[config.mk]
export PLATFORM = sky130hd
export DESIGN_NAME = drive_start_stop
export DESIGN_NICKNAME = d
export VERILOG_FILES = /design/src/core/drive_ctrl_pkg.sv /design/src/core/drive_start_stop.sv
export SDC_FILE = /design/constraint.sdc
export NUM_CORES = 2
export LEC_CHECK = 0
export ABC_AREA = 1
export BUFFER_PORTS_ARGS = -buffer_cell sky130_fd_sc_hd__buf_2
export CAP_MARGIN = 20
export CORE_AREA = 4 4 308 310
export DETAILED_ROUTE_END_ITERATION = 7
export DIE_AREA = 0 0 312 314
export PLACE_DENSITY = 0.64
export SYNTH_ARGS = -nofsm -noshare
export SYNTH_HDL_FRONTEND = slang
export SYNTH_SLANG_ARGS = --single-unit
[constraint.sdc]
create_clock -name clk -period 25.6 [get_ports clk]
set_input_delay 2.56 -clock clk [delete_from_list [all_inputs] [get_ports clk]]
set_output_delay 2.56 -clock clk [all_outputs]
set_load 0.03 [all_outputs]
[src/core/drive_ctrl_pkg.sv]
// constants, register map and types of the drive start/stop sequencer
// assumes a 100 MHz core clock and an Avalon-MM register bus with byte
// addresses; settings are written by software before a run is commanded
package drive_ctrl_pkg;

    // ----------------------------------------------------------------
    // timing
    // ----------------------------------------------------------------
    localparam int CLK_HZ = 100_000_000;
    localparam int TICK_MS = 100; // unit of hold and braking times
    localparam int TICK_CYCLES_DEF = TICK_MS * (CLK_HZ / 1000);
    localparam int RAMP_US = 1000; // time per 0.1 Hz frequency step
    localparam int RAMP_CYCLES_DEF = RAMP_US * (CLK_HZ / 1_000_000);
    localparam int SLOW_RISE_US = 10; // time per 1 % in slow braking
    localparam int SLOW_RISE_CYCLES = SLOW_RISE_US * (CLK_HZ / 1_000_000);

    // ----------------------------------------------------------------
    // limits (frequency 0.1 Hz, carrier 0.01 kHz, current 1 %)
    // ----------------------------------------------------------------
    localparam logic [7:0] BRAKE_LEVEL_MAX = 8'h64;
    localparam logic [15:0] CARRIER_MIN = 16'h004b;
    localparam logic [15:0] CARRIER_MAX = 16'h05dc;
    localparam logic [15:0] TONE_LIMIT = 16'h02bc;
    localparam int ADC_FS_SHIFT = 11; // 12-bit adc, 2047 = 10 V
    localparam int MON_GAIN_SHIFT = 8; // monitor gain 16'h0100 = 1.0

    // ----------------------------------------------------------------
    // register map (byte offsets)
    // ----------------------------------------------------------------
    localparam logic [5:0] ADDR_CTRL = 6'h00;
    localparam logic [5:0] ADDR_START = 6'h04;
    localparam logic [5:0] ADDR_STOP = 6'h08;
    localparam logic [5:0] ADDR_BRAKE = 6'h0c;
    localparam logic [5:0] ADDR_CARRIER = 6'h10;
    localparam logic [5:0] ADDR_REF = 6'h14;
    localparam logic [5:0] ADDR_REF2 = 6'h18;
    localparam logic [5:0] ADDR_STATUS = 6'h1c;
    localparam logic [5:0] ADDR_STATUS2 = 6'h20;

    // control register fields
    localparam int CTRL_RUN = 0;
    localparam int CTRL_RESP = 1;
    localparam int CTRL_AUTO_CARR = 2;
    localparam int CTRL_POLARITY = 3;
    localparam int CTRL_FORM_LO = 4;
    localparam logic [1:0] MON_FORM_DC = 2'h0;
    localparam logic [1:0] MON_FORM_PULSE = 2'h2;

    // reset values
    localparam logic [31:0] CTRL_RST = 32'h0000_000c;
    localparam logic [31:0] START_RST = 32'h0000_0005;
    localparam logic [31:0] STOP_RST = 32'h0000_0002;
    localparam logic [31:0] BRAKE_RST = 32'h0000_0000;
    localparam logic [31:0] CARRIER_RST = 32'h0000_0190;
    localparam logic [31:0] REF_RST = 32'h0000_0258;
    localparam logic [31:0] REF2_RST = 32'h0100_0000;

    // ----------------------------------------------------------------
    // types
    // ----------------------------------------------------------------
    typedef enum logic [2:0] {
        ST_STOPPED = 3'b000,
        ST_START_HOLD = 3'b001,
        ST_RUN = 3'b010,
        ST_DECEL = 3'b011,
        ST_STOP_HOLD = 3'b100,
        ST_BRAKE = 3'b101
    } drive_state_type;

    typedef struct packed {
        logic [15:0] hold;
        logic [15:0] freq;
    } freq_hold_type;

    typedef struct packed {
        logic [7:0] duration;
        logic [7:0] level;
        logic [15:0] freq;
    } brake_cfg_type;

endpackage

[src/core/drive_start_stop.sv]
// start/stop frequency sequencer with dc injection braking, carrier and
// tone limits, reference scaling and monitor output of a motor drive
// assumes pins ref_adc_in, ext_brake_enable and overheat_in are async to
// clk; software programs settings over Avalon-MM before commanding run
//
// Contract
// - on a stop by run removal or reference below stop frequency, dc is injected at the set level for the set time once output reaches the braking start frequency.
// - a braking duration of zero disables timed dc braking.
// - braking level is a percentage of rated current, 100 is rated, steps of 1.
// - response select 0 ramps braking current slowly, 1 applies it at once.
// - while the external brake enable is high, braking stays on regardless of duration.
// - raising the external brake enable while stopped starts braking.
// - the first output frequency at startup equals the start frequency.
// - during a stop the output is cut once frequency reaches the stop frequency.
// - the output is held at the start frequency for the start hold time.
// - the output is held at the stop frequency for the stop hold time before cut-off.
// - with start below stop frequency, no output until the reference exceeds stop.
// - the carrier setting is accepted within 0.75 to 15 kHz.
// - on overheat the carrier drops automatically unless that is disabled.
// - the motor tone applies only when the carrier is 7 kHz or lower.
// - polarity select 0 makes the reference input bipolar, -10 V to +10 V.
// - bipolar input with zero bias maps symmetric about zero frequency.
// - the monitor is a scaled dc level or a 50 % duty pulse train.
`timescale 1ns/1ns
module drive_start_stop
    import drive_ctrl_pkg::*;
#(
    parameter int TICK_CYCLES = TICK_CYCLES_DEF,
    parameter int RAMP_CYCLES = RAMP_CYCLES_DEF
) (
    // clock and reset
    input wire logic clk,
    input wire logic rst_n,
    // avalon-mm slave
    input wire logic [5:0] address,
    input wire logic read,
    input wire logic write,
    input wire logic [31:0] writedata,
    input wire logic [3:0] byteenable,
    output logic [31:0] readdata,
    output logic waitrequest,
    // pins
    input wire logic signed [11:0] ref_adc_in,
    input wire logic ext_brake_enable,
    input wire logic overheat_in,
    // power stage
    output logic [15:0] out_freq,
    output logic out_dir,
    output logic out_enable,
    output logic brake_active,
    output logic [7:0] brake_current,
    output logic [15:0] carrier_eff,
    output logic [7:0] tone_level,
    // monitor
    output logic [15:0] monitor_dc,
    output logic monitor_pulse
);

    // ----------------------------------------------------------------
    // helpers
    // ----------------------------------------------------------------
    function automatic logic [31:0] be_merge(input logic [31:0] old,
            input logic [31:0] nw, input logic [3:0] be);
        logic [31:0] r;
        r = old;
        for (int i = 0; i < 4; i++) begin
            if (be[i]) begin
                r[i*8 +: 8] = nw[i*8 +: 8];
            end
        end
        return r;
    endfunction

    function automatic logic [15:0] sat16(input logic signed [33:0] v);
        if (v < 0) begin
            return 16'h0000;
        end else if (v > 34'sh0_0000_ffff) begin
            return 16'hffff;
        end
        return v[15:0];
    endfunction

    // ----------------------------------------------------------------
    // pin synchronisers
    // ----------------------------------------------------------------
    logic [11:0] adc_meta_ff, adc_ff;
    logic ext_meta_ff, ext_ff, heat_meta_ff, heat_ff;

    // the adc is assumed to hold its code over several clocks
    always_ff @(posedge clk) begin
        if (!rst_n) begin
            adc_meta_ff <= 12'h000;
            adc_ff <= 12'h000;
            ext_meta_ff <= 1'b0;
            ext_ff <= 1'b0;
            heat_meta_ff <= 1'b0;
            heat_ff <= 1'b0;
        end else begin
            adc_meta_ff <= ref_adc_in;
            adc_ff <= adc_meta_ff;
            ext_meta_ff <= ext_brake_enable;
            ext_ff <= ext_meta_ff;
            heat_meta_ff <= overheat_in;
            heat_ff <= heat_meta_ff;
        end
    end

    // ----------------------------------------------------------------
    // register bus
    // ----------------------------------------------------------------
    logic [31:0] ctrl_ff, carrier_ff, ref_ff, ref2_ff;
    freq_hold_type start_ff, stop_ff;
    brake_cfg_type brake_ff;
    logic waitrequest_ff;
    logic [31:0] readdata_ff, nxt_readdata;
    logic bus_req, wr_take;
    drive_state_type state_ff, nxt_state;
    logic [15:0] freq_ff, carrier_eff_ff;
    logic [7:0] brake_cur_ff;
    logic dir_ff, enable_ff, brake_act_ff;

    assign bus_req = read | write;
    assign wr_take = write & ~waitrequest_ff;

    // one wait cycle per access: low for one cycle, then high again
    always_ff @(posedge clk) begin
        if (!rst_n) begin
            waitrequest_ff <= 1'b1;
        end else begin
            waitrequest_ff <= ~(bus_req & waitrequest_ff);
        end
    end

    // writes land at the edge where waitrequest is seen low
    always_ff @(posedge clk) begin
        if (!rst_n) begin
            ctrl_ff <= CTRL_RST;
            start_ff <= START_RST;
            stop_ff <= STOP_RST;
            brake_ff <= BRAKE_RST;
            carrier_ff <= CARRIER_RST;
            ref_ff <= REF_RST;
            ref2_ff <= REF2_RST;
        end else if (wr_take) begin
            case (address)
                ADDR_CTRL: ctrl_ff <= be_merge(ctrl_ff, writedata, byteenable);
                ADDR_START: start_ff <= be_merge(start_ff, writedata,
                    byteenable);
                ADDR_STOP: stop_ff <= be_merge(stop_ff, writedata, byteenable);
                ADDR_BRAKE: brake_ff <= be_merge(brake_ff, writedata,
                    byteenable);
                ADDR_CARRIER: carrier_ff <= be_merge(carrier_ff, writedata,
                    byteenable);
                ADDR_REF: ref_ff <= be_merge(ref_ff, writedata, byteenable);
                ADDR_REF2: ref2_ff <= be_merge(ref2_ff, writedata, byteenable);
                default: ;
            endcase
        end
    end

    // read mux; unmapped addresses read as zero
    always_comb begin
        nxt_readdata = 32'h0000_0000;
        case (address)
            ADDR_CTRL: nxt_readdata = ctrl_ff;
            ADDR_START: nxt_readdata = start_ff;
            ADDR_STOP: nxt_readdata = stop_ff;
            ADDR_BRAKE: nxt_readdata = brake_ff;
            ADDR_CARRIER: nxt_readdata = carrier_ff;
            ADDR_REF: nxt_readdata = ref_ff;
            ADDR_REF2: nxt_readdata = ref2_ff;
            ADDR_STATUS: nxt_readdata = {10'h000, dir_ff, enable_ff,
                brake_act_ff, state_ff, freq_ff};
            ADDR_STATUS2: nxt_readdata = {8'h00, brake_cur_ff,
                carrier_eff_ff};
            default: nxt_readdata = 32'h0000_0000;
        endcase
    end

    // data is loaded as waitrequest falls so it stands at the take edge
    always_ff @(posedge clk) begin
        if (!rst_n) begin
            readdata_ff <= 32'h0000_0000;
        end else if (read & waitrequest_ff) begin
            readdata_ff <= nxt_readdata;
        end
    end

    // ----------------------------------------------------------------
    // reference scaling
    // ----------------------------------------------------------------
    logic signed [33:0] scaled, biased;
    logic ref_neg;
    logic [15:0] ref_mag;

    // bias base point only clips in unipolar mode; bipolar keeps sign
    always_comb begin
        scaled = (34'(signed'(adc_ff)) * signed'(34'(ref_ff[15:0])))
            >>> ADC_FS_SHIFT;
        biased = scaled + 34'(signed'(ref_ff[31:16]));
        ref_neg = 1'b0;
        if (ctrl_ff[CTRL_POLARITY]) begin
            if (adc_ff[11] || (12'(adc_ff) < ref2_ff[11:0])) begin
                biased = 34'(signed'(ref_ff[31:16]));
            end
            ref_mag = sat16(biased);
        end else begin
            ref_neg = biased < 0;
            ref_mag = sat16(ref_neg ? -biased : biased);
        end
    end

    // ----------------------------------------------------------------
    // sequencer
    // ----------------------------------------------------------------
    logic [31:0] tick_cnt_ff, ramp_cnt_ff;
    logic [15:0] timer_ff;
    logic [15:0] slow_cnt_ff;
    logic tick, ramp_tick, run, stop_req, brk_en, start_ok, new_state;
    logic [7:0] level;

    assign run = ctrl_ff[CTRL_RUN];
    assign brk_en = brake_ff.duration != 8'h00;
    assign stop_req = ~run | (ref_mag < stop_ff.freq);
    assign start_ok = (start_ff.freq < stop_ff.freq) ?
        (ref_mag > stop_ff.freq) :
        (ref_mag >= start_ff.freq && ref_mag != 16'h0000);
    assign new_state = nxt_state != state_ff;
    assign tick = tick_cnt_ff == 32'(TICK_CYCLES - 1);
    assign ramp_tick = ramp_cnt_ff == 32'(RAMP_CYCLES - 1);
    assign level = (brake_ff.level > BRAKE_LEVEL_MAX) ?
        BRAKE_LEVEL_MAX : brake_ff.level;

    // next state
    always_comb begin
        nxt_state = state_ff;
        case (state_ff)
            ST_STOPPED: begin
                if (ext_ff) begin
                    nxt_state = ST_BRAKE;
                end else if (run && start_ok) begin
                    nxt_state = ST_START_HOLD;
                end
            end
            ST_START_HOLD: begin
                if (!run) begin
                    nxt_state = ST_DECEL;
                end else if (timer_ff >= start_ff.hold) begin
                    nxt_state = ST_RUN;
                end
            end
            ST_RUN: begin
                if (stop_req) begin
                    nxt_state = ST_DECEL;
                end
            end
            ST_DECEL: begin
                if (!stop_req) begin
                    nxt_state = ST_RUN;
                end else if (brk_en && freq_ff <= brake_ff.freq) begin
                    nxt_state = ST_BRAKE;
                end else if (freq_ff <= stop_ff.freq) begin
                    nxt_state = ST_STOP_HOLD;
                end
            end
            ST_STOP_HOLD: begin
                if (timer_ff >= stop_ff.hold) begin
                    nxt_state = brk_en ? ST_BRAKE : ST_STOPPED;
                end
            end
            ST_BRAKE: begin
                // the external enable overrides the programmed duration
                if (!ext_ff && timer_ff >= 16'(brake_ff.duration)) begin
                    nxt_state = ST_STOPPED;
                end
            end
            default: nxt_state = ST_STOPPED;
        endcase
    end

    // state and per-state tick timer, restarted on each state change
    always_ff @(posedge clk) begin
        if (!rst_n) begin
            state_ff <= ST_STOPPED;
            tick_cnt_ff <= 32'h0000_0000;
            timer_ff <= 16'h0000;
        end else begin
            state_ff <= nxt_state;
            if (new_state || tick) begin
                tick_cnt_ff <= 32'h0000_0000;
            end else begin
                tick_cnt_ff <= tick_cnt_ff + 32'h0000_0001;
            end
            if (new_state) begin
                timer_ff <= 16'h0000;
            end else if (tick && timer_ff != 16'hffff) begin
                timer_ff <= timer_ff + 16'h0001;
            end
        end
    end

    // output frequency: fixed-rate ramp of 0.1 Hz per ramp step
    always_ff @(posedge clk) begin
        if (!rst_n) begin
            ramp_cnt_ff <= 32'h0000_0000;
            freq_ff <= 16'h0000;
            dir_ff <= 1'b0;
        end else begin
            ramp_cnt_ff <= ramp_tick ? 32'h0000_0000 :
                ramp_cnt_ff + 32'h0000_0001;
            case (nxt_state)
                ST_START_HOLD: begin
                    if (state_ff == ST_STOPPED) begin
                        freq_ff <= start_ff.freq;
                        dir_ff <= ref_neg;
                    end
                end
                ST_RUN: begin
                    if (ramp_tick && freq_ff < ref_mag) begin
                        freq_ff <= freq_ff + 16'h0001;
                    end else if (ramp_tick && freq_ff > ref_mag) begin
                        freq_ff <= freq_ff - 16'h0001;
                    end
                end
                ST_DECEL: begin
                    if (ramp_tick && freq_ff != 16'h0000) begin
                        freq_ff <= freq_ff - 16'h0001;
                    end
                end
                ST_STOP_HOLD: freq_ff <= stop_ff.freq;
                default: freq_ff <= 16'h0000;
            endcase
        end
    end

    // output gating follows the next state so both change together
    always_ff @(posedge clk) begin
        if (!rst_n) begin
            enable_ff <= 1'b0;
            brake_act_ff <= 1'b0;
        end else begin
            enable_ff <= nxt_state != ST_STOPPED &&
                nxt_state != ST_BRAKE;
            brake_act_ff <= nxt_state == ST_BRAKE;
        end
    end

    // braking current; slow rise trades early torque for no back-spin
    always_ff @(posedge clk) begin
        if (!rst_n) begin
            brake_cur_ff <= 8'h00;
            slow_cnt_ff <= 16'h0000;
        end else if (nxt_state != ST_BRAKE) begin
            brake_cur_ff <= 8'h00;
            slow_cnt_ff <= 16'h0000;
        end else if (ctrl_ff[CTRL_RESP]) begin
            brake_cur_ff <= level;
        end else if (slow_cnt_ff == 16'(SLOW_RISE_CYCLES - 1)) begin
            slow_cnt_ff <= 16'h0000;
            if (brake_cur_ff < level) begin
                brake_cur_ff <= brake_cur_ff + 8'h01;
            end else begin
                brake_cur_ff <= level;
            end
        end else begin
            slow_cnt_ff <= slow_cnt_ff + 16'h0001;
        end
    end

    // ----------------------------------------------------------------
    // carrier and tone
    // ----------------------------------------------------------------
    logic [15:0] carr_set;
    logic [7:0] tone_ff;

    assign carr_set = (carrier_ff[15:0] < CARRIER_MIN) ? CARRIER_MIN :
        (carrier_ff[15:0] > CARRIER_MAX) ? CARRIER_MAX :
        carrier_ff[15:0];

    // dropping straight to the floor is crude but always clears the heat
    always_ff @(posedge clk) begin
        if (!rst_n) begin
            carrier_eff_ff <= CARRIER_MIN;
            tone_ff <= 8'h00;
        end else begin
            carrier_eff_ff <= (heat_ff && ctrl_ff[CTRL_AUTO_CARR]) ?
                CARRIER_MIN : carr_set;
            tone_ff <= (carr_set <= TONE_LIMIT) ?
                carrier_ff[23:16] : 8'h00;
        end
    end

    // ----------------------------------------------------------------
    // monitor output
    // ----------------------------------------------------------------
    logic [15:0] mon_level, mon_dc_ff, mon_acc_ff;
    logic mon_pulse_ff;
    logic [1:0] form;
    logic [16:0] acc_sum;

    assign form = ctrl_ff[CTRL_FORM_LO +: 2];
    assign mon_level = sat16(34'((32'(freq_ff) * 32'(ref2_ff[31:16]))
        >> MON_GAIN_SHIFT));
    assign acc_sum = 17'(mon_acc_ff) + 17'(mon_level);

    // each accumulator wrap toggles the pin, so duty stays at 50 %
    always_ff @(posedge clk) begin
        if (!rst_n) begin
            mon_dc_ff <= 16'h0000;
            mon_acc_ff <= 16'h0000;
            mon_pulse_ff <= 1'b0;
        end else begin
            mon_dc_ff <= (form == MON_FORM_DC) ? mon_level : 16'h0000;
            if (form == MON_FORM_PULSE) begin
                mon_acc_ff <= acc_sum[15:0];
                mon_pulse_ff <= mon_pulse_ff ^ acc_sum[16];
            end else begin
                mon_acc_ff <= 16'h0000;
                mon_pulse_ff <= 1'b0;
            end
        end
    end

    // ----------------------------------------------------------------
    // outputs
    // ----------------------------------------------------------------
    assign readdata = readdata_ff;
    assign waitrequest = waitrequest_ff;
    assign out_freq = freq_ff;
    assign out_dir = dir_ff;
    assign out_enable = enable_ff;
    assign brake_active = brake_act_ff;
    assign brake_current = brake_cur_ff;
    assign carrier_eff = carrier_eff_ff;
    assign tone_level = tone_ff;
    assign monitor_dc = mon_dc_ff;
    assign monitor_pulse = mon_pulse_ff;

endmodule

==> Word-level counts from Yosys, hierarchy flattened <==
Index checks and enable logic that the tools add are counted.
{ "word_totals": {"reg_bits": 468, "output_inout_bits": 101} }
{ "op_classes": {"n_bitwise": 10, "n_reduce_logical": 59, "n_addsub": 10, "muxes": 48, "order_cmp": 24, "n_eq_ne": 28, "multipliers": 2} }
{ "ops": {"columns": ["operator", "count"], "rows": [
  ["$pmux W32 S9", 1],
  ["$mux W16", 17],
  ["$mux W34", 3],
  ["$reduce_and A3 Y1", 29],
  ["$gt A34 B17 Y1 const B", 2],
  ["$lt A34 B1 Y1 const B", 2],
  ["$add A32 B1 Y32 const B", 2],
  ["$pmux W16 S4", 1],
  ["$add A16 B1 Y16 const B", 3],
  ["$ge A16 B16 Y1", 3],
  ["$lt A16 B16 Y1", 3],
  ["$neg A19 Y34", 1],
  ["$mux W3", 11],
  ["$eq A32 B17 Y1 const B", 1],
  ["$eq A32 B24 Y1 const B", 1],
  ["$gt A16 B16 Y1", 2],
  ["$le A16 B16 Y1", 2],
  ["$mul A16 B16 Y32", 1],
  ["$mux W8", 4],
  ["$reduce_bool A16 Y1", 2],
  ["$mul A12 B17 Y29", 1],
  ["$eq A6 B5 Y1 const B", 4],
  ["$gt A24 B16 Y1 const B", 1],
  ["$lt A24 B1 Y1 const B", 1],
  ["other kinds (41)", 83]
]} }

==> Logic depth before layout (Yosys ltp) <==
{ "depth": {"word_depth": 20, "mapped_depth": 74} }

==> Worst setup path before layout <==
OpenSTA, ideal clock, no wires.
{ "synth_path": {"kind": "reg-to-reg", "startpoint": "register adc_ff[10]", "endpoint": "register brake_cur_ff[0], in the netlist brake_current[0]", "path_slack_ns": 15.499, "setup_time_ns": 0.095, "arrival_time_ns": 10.006, "path_stages_with_launch": 62, "required_ns": 25.505, "period_less_slack_ns": 10.101, "n_path_buf": 5, "path_cell_list": "dfxtp_1 -> clkbuf_1 -> clkbuf_1 -> nand2_1 -> fa_1 -> fa_1 -> inv_1 -> fa_1 -> fa_1 -> inv_1 -> fa_1 -> inv_1 -> ha_1 -> nand2_1 -> nor2_1 -> a211oi_1 -> o221ai_1 -> a21oi_1 -> [... 26 more ...] -> nor2_1 -> a211oi_1 -> o221ai_1 -> nand2_1 -> o2111ai_1 -> nand2_1 -> nand2_1 -> a31oi_1 -> nand2_1 -> nand2_1 -> nand2_1 -> inv_1 -> clkbuf_1 -> nand2_4 -> nor2_2 -> inv_1 -> buf_2 -> a221oi_1"} }
{ "synth_via": {"elab_chain_cells": 19, "elab_cells_between_ends": 39, "classes_between": "add/sub (2); mul (1); order compare (9); eq/ne (1); mux (20); bitwise (1); reduce/logical (5)"} }
{ "synth_rtl": {"columns": ["element", "line_no", "text"], "rows": [
  ["from (decl)", "drive_start_stop.sv:86", "logic [11:0] adc_meta_ff, adc_ff;"],
  ["from (signal assigned)", "drive_start_stop.sv:100", "adc_ff <= adc_meta_ff;"],
  ["$mul A12 B17 Y29 or $lt A12 B12 Y1 (tied branches)", "drive_start_stop.sv:198, drive_start_stop.sv:203", null],
  ["$add A18 B16 Y19 or $logic_or A1 B1 Y1 (tied branches)", "drive_start_stop.sv:200, drive_start_stop.sv:203", null],
  ["$neg A19 Y34, or another cell as far along", "drive_start_stop.sv:209", "ref_mag = sat16(ref_neg ? -biased : biased);"],
  ["$mux W34 (on tied branches)", "drive_start_stop.sv:209, drive_start_stop.sv:202", null],
  ["$gt A34 B17 Y1", "drive_start_stop.sv:77", "end else if (v > 34'sh0_0000_ffff) begin"],
  ["$mux W1", "drive_start_stop.sv:77", null],
  ["$mux W1", "drive_start_stop.sv:75", "if (v < 0) begin"],
  ["$mux W1", "drive_start_stop.sv:202", "if (ctrl_ff[CTRL_POLARITY]) begin"],
  ["[... 3 more ...]", null, null],
  ["$logic_and A1 B1 Y1", "drive_start_stop.sv:227", "(ref_mag >= start_ff.freq && ref_mag != 16'h0000);"],
  ["$mux W1", "drive_start_stop.sv:225", "assign start_ok = (start_ff.freq < stop_ff.freq) ?"],
  ["$logic_and A1 B1 Y1", "drive_start_stop.sv:241", "end else if (run && start_ok) begin"],
  ["$mux W3", "drive_start_stop.sv:241", null],
  ["$mux W3", "drive_start_stop.sv:239", "if (ext_ff) begin"],
  ["$pmux W3 S6 (*)", "drive_start_stop.sv:237", "case (state_ff)"],
  ["$ne A3 B3 Y1 (*)", "drive_start_stop.sv:353", "end else if (nxt_state != ST_BRAKE) begin"],
  ["$reduce_or A2 Y1 (no source line) (*)", null, null],
  ["to (signal assigned)", "drive_start_stop.sv:357", "brake_cur_ff <= level;"],
  ["to (signal assigned)", "drive_start_stop.sv:361", "brake_cur_ff <= brake_cur_ff + 8'h01;"],
  ["to (signal assigned)", "drive_start_stop.sv:363", "brake_cur_ff <= level;"],
  ["to (decl)", "drive_start_stop.sv:119", "logic [7:0] brake_cur_ff;"]
]} }
Mark *: on every way between the ends. The rest lies on a longest branch, timed or not. The select of a mux whose other input is x is not followed.
A chain may end at the register's enable or synchronous reset.

==> Final worst setup path <==
{ "layout_path": {"startpoint": "register adc_ff[8]", "endpoint": "register freq_ff[12], in the netlist out_freq[12]"} }
{ "layout_via": {"elab_chain_cells": 20, "elab_cells_between_ends": 51, "classes_between": "add/sub (2); mul (1); order compare (11); eq/ne (7); mux (22); bitwise (1); reduce/logical (7)"} }
{ "layout_rtl": {"columns": ["element", "line_no", "text"], "rows": [
  ["$mul A12 B17 Y29 or $lt A12 B12 Y1 (tied branches)", "drive_start_stop.sv:198, drive_start_stop.sv:203", null],
  ["$add A18 B16 Y19 or $logic_or A1 B1 Y1 (tied branches)", "drive_start_stop.sv:200, drive_start_stop.sv:203", null],
  ["$neg A19 Y34, or another cell as far along", "drive_start_stop.sv:209", null],
  ["$mux W34 (on tied branches)", "drive_start_stop.sv:209, drive_start_stop.sv:202", null],
  ["$gt A34 B17 Y1", "drive_start_stop.sv:77", null],
  ["$mux W1", "drive_start_stop.sv:77", null],
  ["$mux W1", "drive_start_stop.sv:75", null],
  ["$mux W1", "drive_start_stop.sv:202", null],
  ["[... 4 more ...]", null, null],
  ["$mux W1", "drive_start_stop.sv:225", null],
  ["$logic_and A1 B1 Y1", "drive_start_stop.sv:241", null],
  ["$mux W3", "drive_start_stop.sv:241", null],
  ["$mux W3", "drive_start_stop.sv:239", null],
  ["$pmux W3 S6", "drive_start_stop.sv:237", null],
  ["$eq A3 B2 Y1 or $eq A3 B1 Y1 (tied branches)", "drive_start_stop.sv:311", "case (nxt_state)"],
  ["$ne A3 B3 Y1 (no source line) or $ne A2 B2 Y1 (tied branches)", null, null],
  ["$reduce_and A3 Y1 (no source line)", null, null],
  ["to (signal assigned)", "drive_start_stop.sv:314", "freq_ff <= start_ff.freq;"],
  ["to (signal assigned)", "drive_start_stop.sv:320", "freq_ff <= freq_ff + 16'h0001;"],
  ["to (signal assigned)", "drive_start_stop.sv:322", "freq_ff <= freq_ff - 16'h0001;"],
  ["to (decl)", "drive_start_stop.sv:118", "logic [15:0] freq_ff, carrier_eff_ff;"]
]} }
Marked as above.

==> flow_summary_export.csv <==
group,metric,value,unit
outcome,outcome,"completed",
worst_setup_path,critical_path_class,"register to register",
flow_run,drv_cap,0,
pwr,powerDensity,55.7,mW/mm2
cells_and_area,nFillCells,9110,
cells_and_area,drive_above_1_share,6.40,%
synth,synth_top_area_share,22.8,%
timing,worst_pin_slew,1.22,ns
worst_setup_path,reg2reg_to,"out_freq[12]",
cts,cts_hold_buf,0,
routing,drc,0,
timing,setup_tns,0,ns
grt,grt_usage,26.8,%
timing,fmax,76.4,MHz
floorplan,rows,111,
synth,yosys.area_share.simple,19.7,%
worst_setup_path,critPathMaxFanout,20,
cts,clkSinkCount,468,
floorplan,io_pins,161,
grt,grt_use_met3,4.00,%
synth,synth_top_area_cell,"dfxtp_1",
grt,antenna_found_initial,10,
place,dp_hpwl,102,mm
routing,route.antenna.remaining_nets,0,
routing,wl_per_cell,19.1,um
synth,synth_compound_area_share,13.9,%
synth,synth-edff-count,0,
timing,fin_crit_sh,51.1,%
grt,globalRoute.busiestLayer,"met2",
floorplan,die_h,314,um
place,place_congestion,0.991,
floorplan,initial_core_util,44.9,%
pwr,p_int,0.00153,W
timing,post-route-min-period,13.08,ns
floorplan,dieWidth,312,um
cells_and_area,area_growth,9.22,%
synth,ys_seq_area_share,22.8,%
pwr,comb_power_share,33.2,%
cells_and_area,layout.nets,6480,
worst_setup_path,slowest_stage,"dfxtp_1",
cts,cts_root_buf,"clkbuf_16",
cts,cts_buffers,54,
routing,via_per_inst,5.40,
synth,synthAdderAreaFrac,27.8,%
synth,async_flop_share,0,%
cells_and_area,final_common_cell,"inv_1",
worst_setup_path,path_common_cell,"nand2_1",
pwr,p_sw,0.000976,W
grt,grt_max_degree,119,
floorplan,dieArea,0.0980,mm2
worst_setup_path,reg2reg_setup_slack,12.52,ns
timing,finClkSkew,0.0632,ns
pwr,peakVddDrop,0.0624,mV
cts,cts_resized,0,
cts,clkLatencyLatePin,0.68,ns
worst_hold_path,min-delay-start,"ext_meta_ff",
timing,rsz0062_at_grt,"no",
routing,firstDrtPassIters,6,
synth,synth_cell_types,61,
timing,final-setup-viol-count,0,
worst_setup_path,end_kind,"register",
worst_setup_path,critPathArrivalTime,13.63,ns
cts,cts_buffer_depth,3,
synth,postSynthCellCount,5673,
pwr,pwr-share-clk,35.5,%
grt,grt_pass1_vias,36700,
worst_hold_path,min_path_type,"register to register",
timing,holdWs,0.387,ns
pwr,seq_power_share,31.4,%
cts,path_clk_slew,0.06,ns
timing,hold_viol,0,
grt,grt_first_pass_wirelength,208,mm
cts,htree_levels,2,
grt,grtUsageMet2,42.8,%
worst_setup_path,reg2reg_depth,61,
synth,syn_area,0.0411,mm2
pwr,power.leakage,22.4,nW
cells_and_area,mostFrequentLayoutCells,"1163 x inv_1, 1096 x nand2_1, 478 x a21oi_1",
synth,ys_seq_elements,468,
cts,cts_tree,"yes",
place,preCtsSetupSlack,12.57,ns
worst_setup_path,start_kind,"register",
routing,routed_wl,132,mm
synth,synth.avg_cell_area,7.25,um2
routing,vias,37500,
worst_setup_path,timing.rr.start,"adc_ff[8]",
synth,synth.area.top_cells,"dfxtp_1 23%, fa_1 16%, ha_1 12%",
worst_setup_path,startpoint,"adc_ff[8]",
worst_hold_path,min_path_cells,2,
worst_setup_path,slowest_delay,0.82,ns
synth,synth_top_family_by_area,"adder cells",
timing,setup_slack,12.52,ns
routing,drtIter0Drc,3215,
synth,synth_xor_area_share,2.68,%
timing,maxSlewViolCount,0,
pwr,sw_frac_of_total,39.0,%
cells_and_area,post-route-util,49.0,%
worst_hold_path,hold_end,"ext_ff",
grt,grt.overflow.total,0,
timing,slew_headroom,18.7,%
grt,grt_use_met1,36.2,%
worst_setup_path,crit_required,26.15,ns
floorplan,coreArea,0.0917,mm2
synth,yosysWarnings,0,
cts,postCtsSetupBuffers,0,
synth,synthFlopType,"dfxtp_1",
synth,synthMuxAreaShare,0.0761,%
place,io_buffers,160,
[metal layers]
| metal | up-vias | share of wire [%] |
|---|---|---|
| li1 | 18000 | - |
| met2 | 1414 | 44 |
| met1 | 17700 | 43 |
| met4 | 6 | 5.0 |
| met3 | 327 | 8.0 |
| met5 | - | 0.036 |
[per-stage QoR]
step           area, um2  std cells  power [W]
2_1_floorplan      41100       5677    0.00137
3_3_place_gp       42900       6835    0.00160
3_5_place_dp       42900       6835    0.00160
4_1_cts            44900       6936    0.00250
5_1_grt            44900       6937    0.00264
6_report           44900       6940    0.00250
[kinds of logic after synthesis]
logic type | after synthesis
buf+inv | 1407
compound gates | 1035
fa+ha+maj | 714
mux | 3
flops | 468
other cells | 2
xor+xnor | 126
simple gates | 1918
[power by group through the flow]
stage | registers [W] | logic, W | clock network, W
after global placement | 0.000800 | 0.000797 | 0
after floorplan | 0.000807 | 0.000564 | 0
after detailed placement | 0.000799 | 0.000805 | 0
after CTS | 0.000783 | 0.000811 | 0.000904
after global routing | 0.000787 | 0.000923 | 0.000930
final | 0.000785 | 0.000830 | 0.000887
[worst max-delay path by stage]
stage,endpoint,depth (start not counted)
detailed placement,slow_cnt_ff[13],56
floorplan,brake_current[0],61
CTS,slow_cnt_ff[13],56
global route,out_freq[15],61
global placement,slow_cnt_ff[13],59
finish,out_freq[12],61
[cell usage after synthesis (all sizes together) (11+ instances only)]
master	n
o221ai	13
xor2	97
inv	1167
a21oi	480
nand2	1110
a211oi	11
o22ai	73
xnor2	29
nor4	28
o21ai	329
a31oi	13
nand4	97
nor3	65
buf	39
nand3	207
clkbuf	195
ha	380
dfxtp	468
o21a	20
a21o	12
o211ai	12
nor2	388
fa	334
a221oi	23
[final cells by class]
class | count | area, um2 | share of cell area (%)
multi-input combinational | 3802 | 26400 | 58.9
antenna | 3 | 7.51 | 0.0167
inverter | 1173 | 4400 | 9.81
clock inverter | 39 | 599 | 1.33
sequential | 468 | 9370 | 20.9
clock buffer | 62 | 1430 | 3.19
timing repair buffer | 207 | 1180 | 2.63
tap | 1186 | 1480 | 3.30
[state kept, by name, indices dropped and copies added (netlist names), 32 cells and up]
register,cells
ramp_cnt_ff,32
ref_ff,32
start_ff,32
carrier_ff,32
tick_cnt_ff,32
stop_ff,32
ctrl_ff,32
ref2_ff,32
brake_ff,32
readdata,32
[worst max-delay path: cells and delay by family, from the launching register on]
family                   cells  cell delay, ns
buffers and inverters        8            1.38
AO/OA/AOI/OAI               16            3.18
flip-flops                   1            0.82
adder cells (fa/ha/maj)      8            3.50
AND/OR/NAND/NOR             28            3.89
XOR/XNOR                     1            0.17
(Power assumes the default switching activity.)
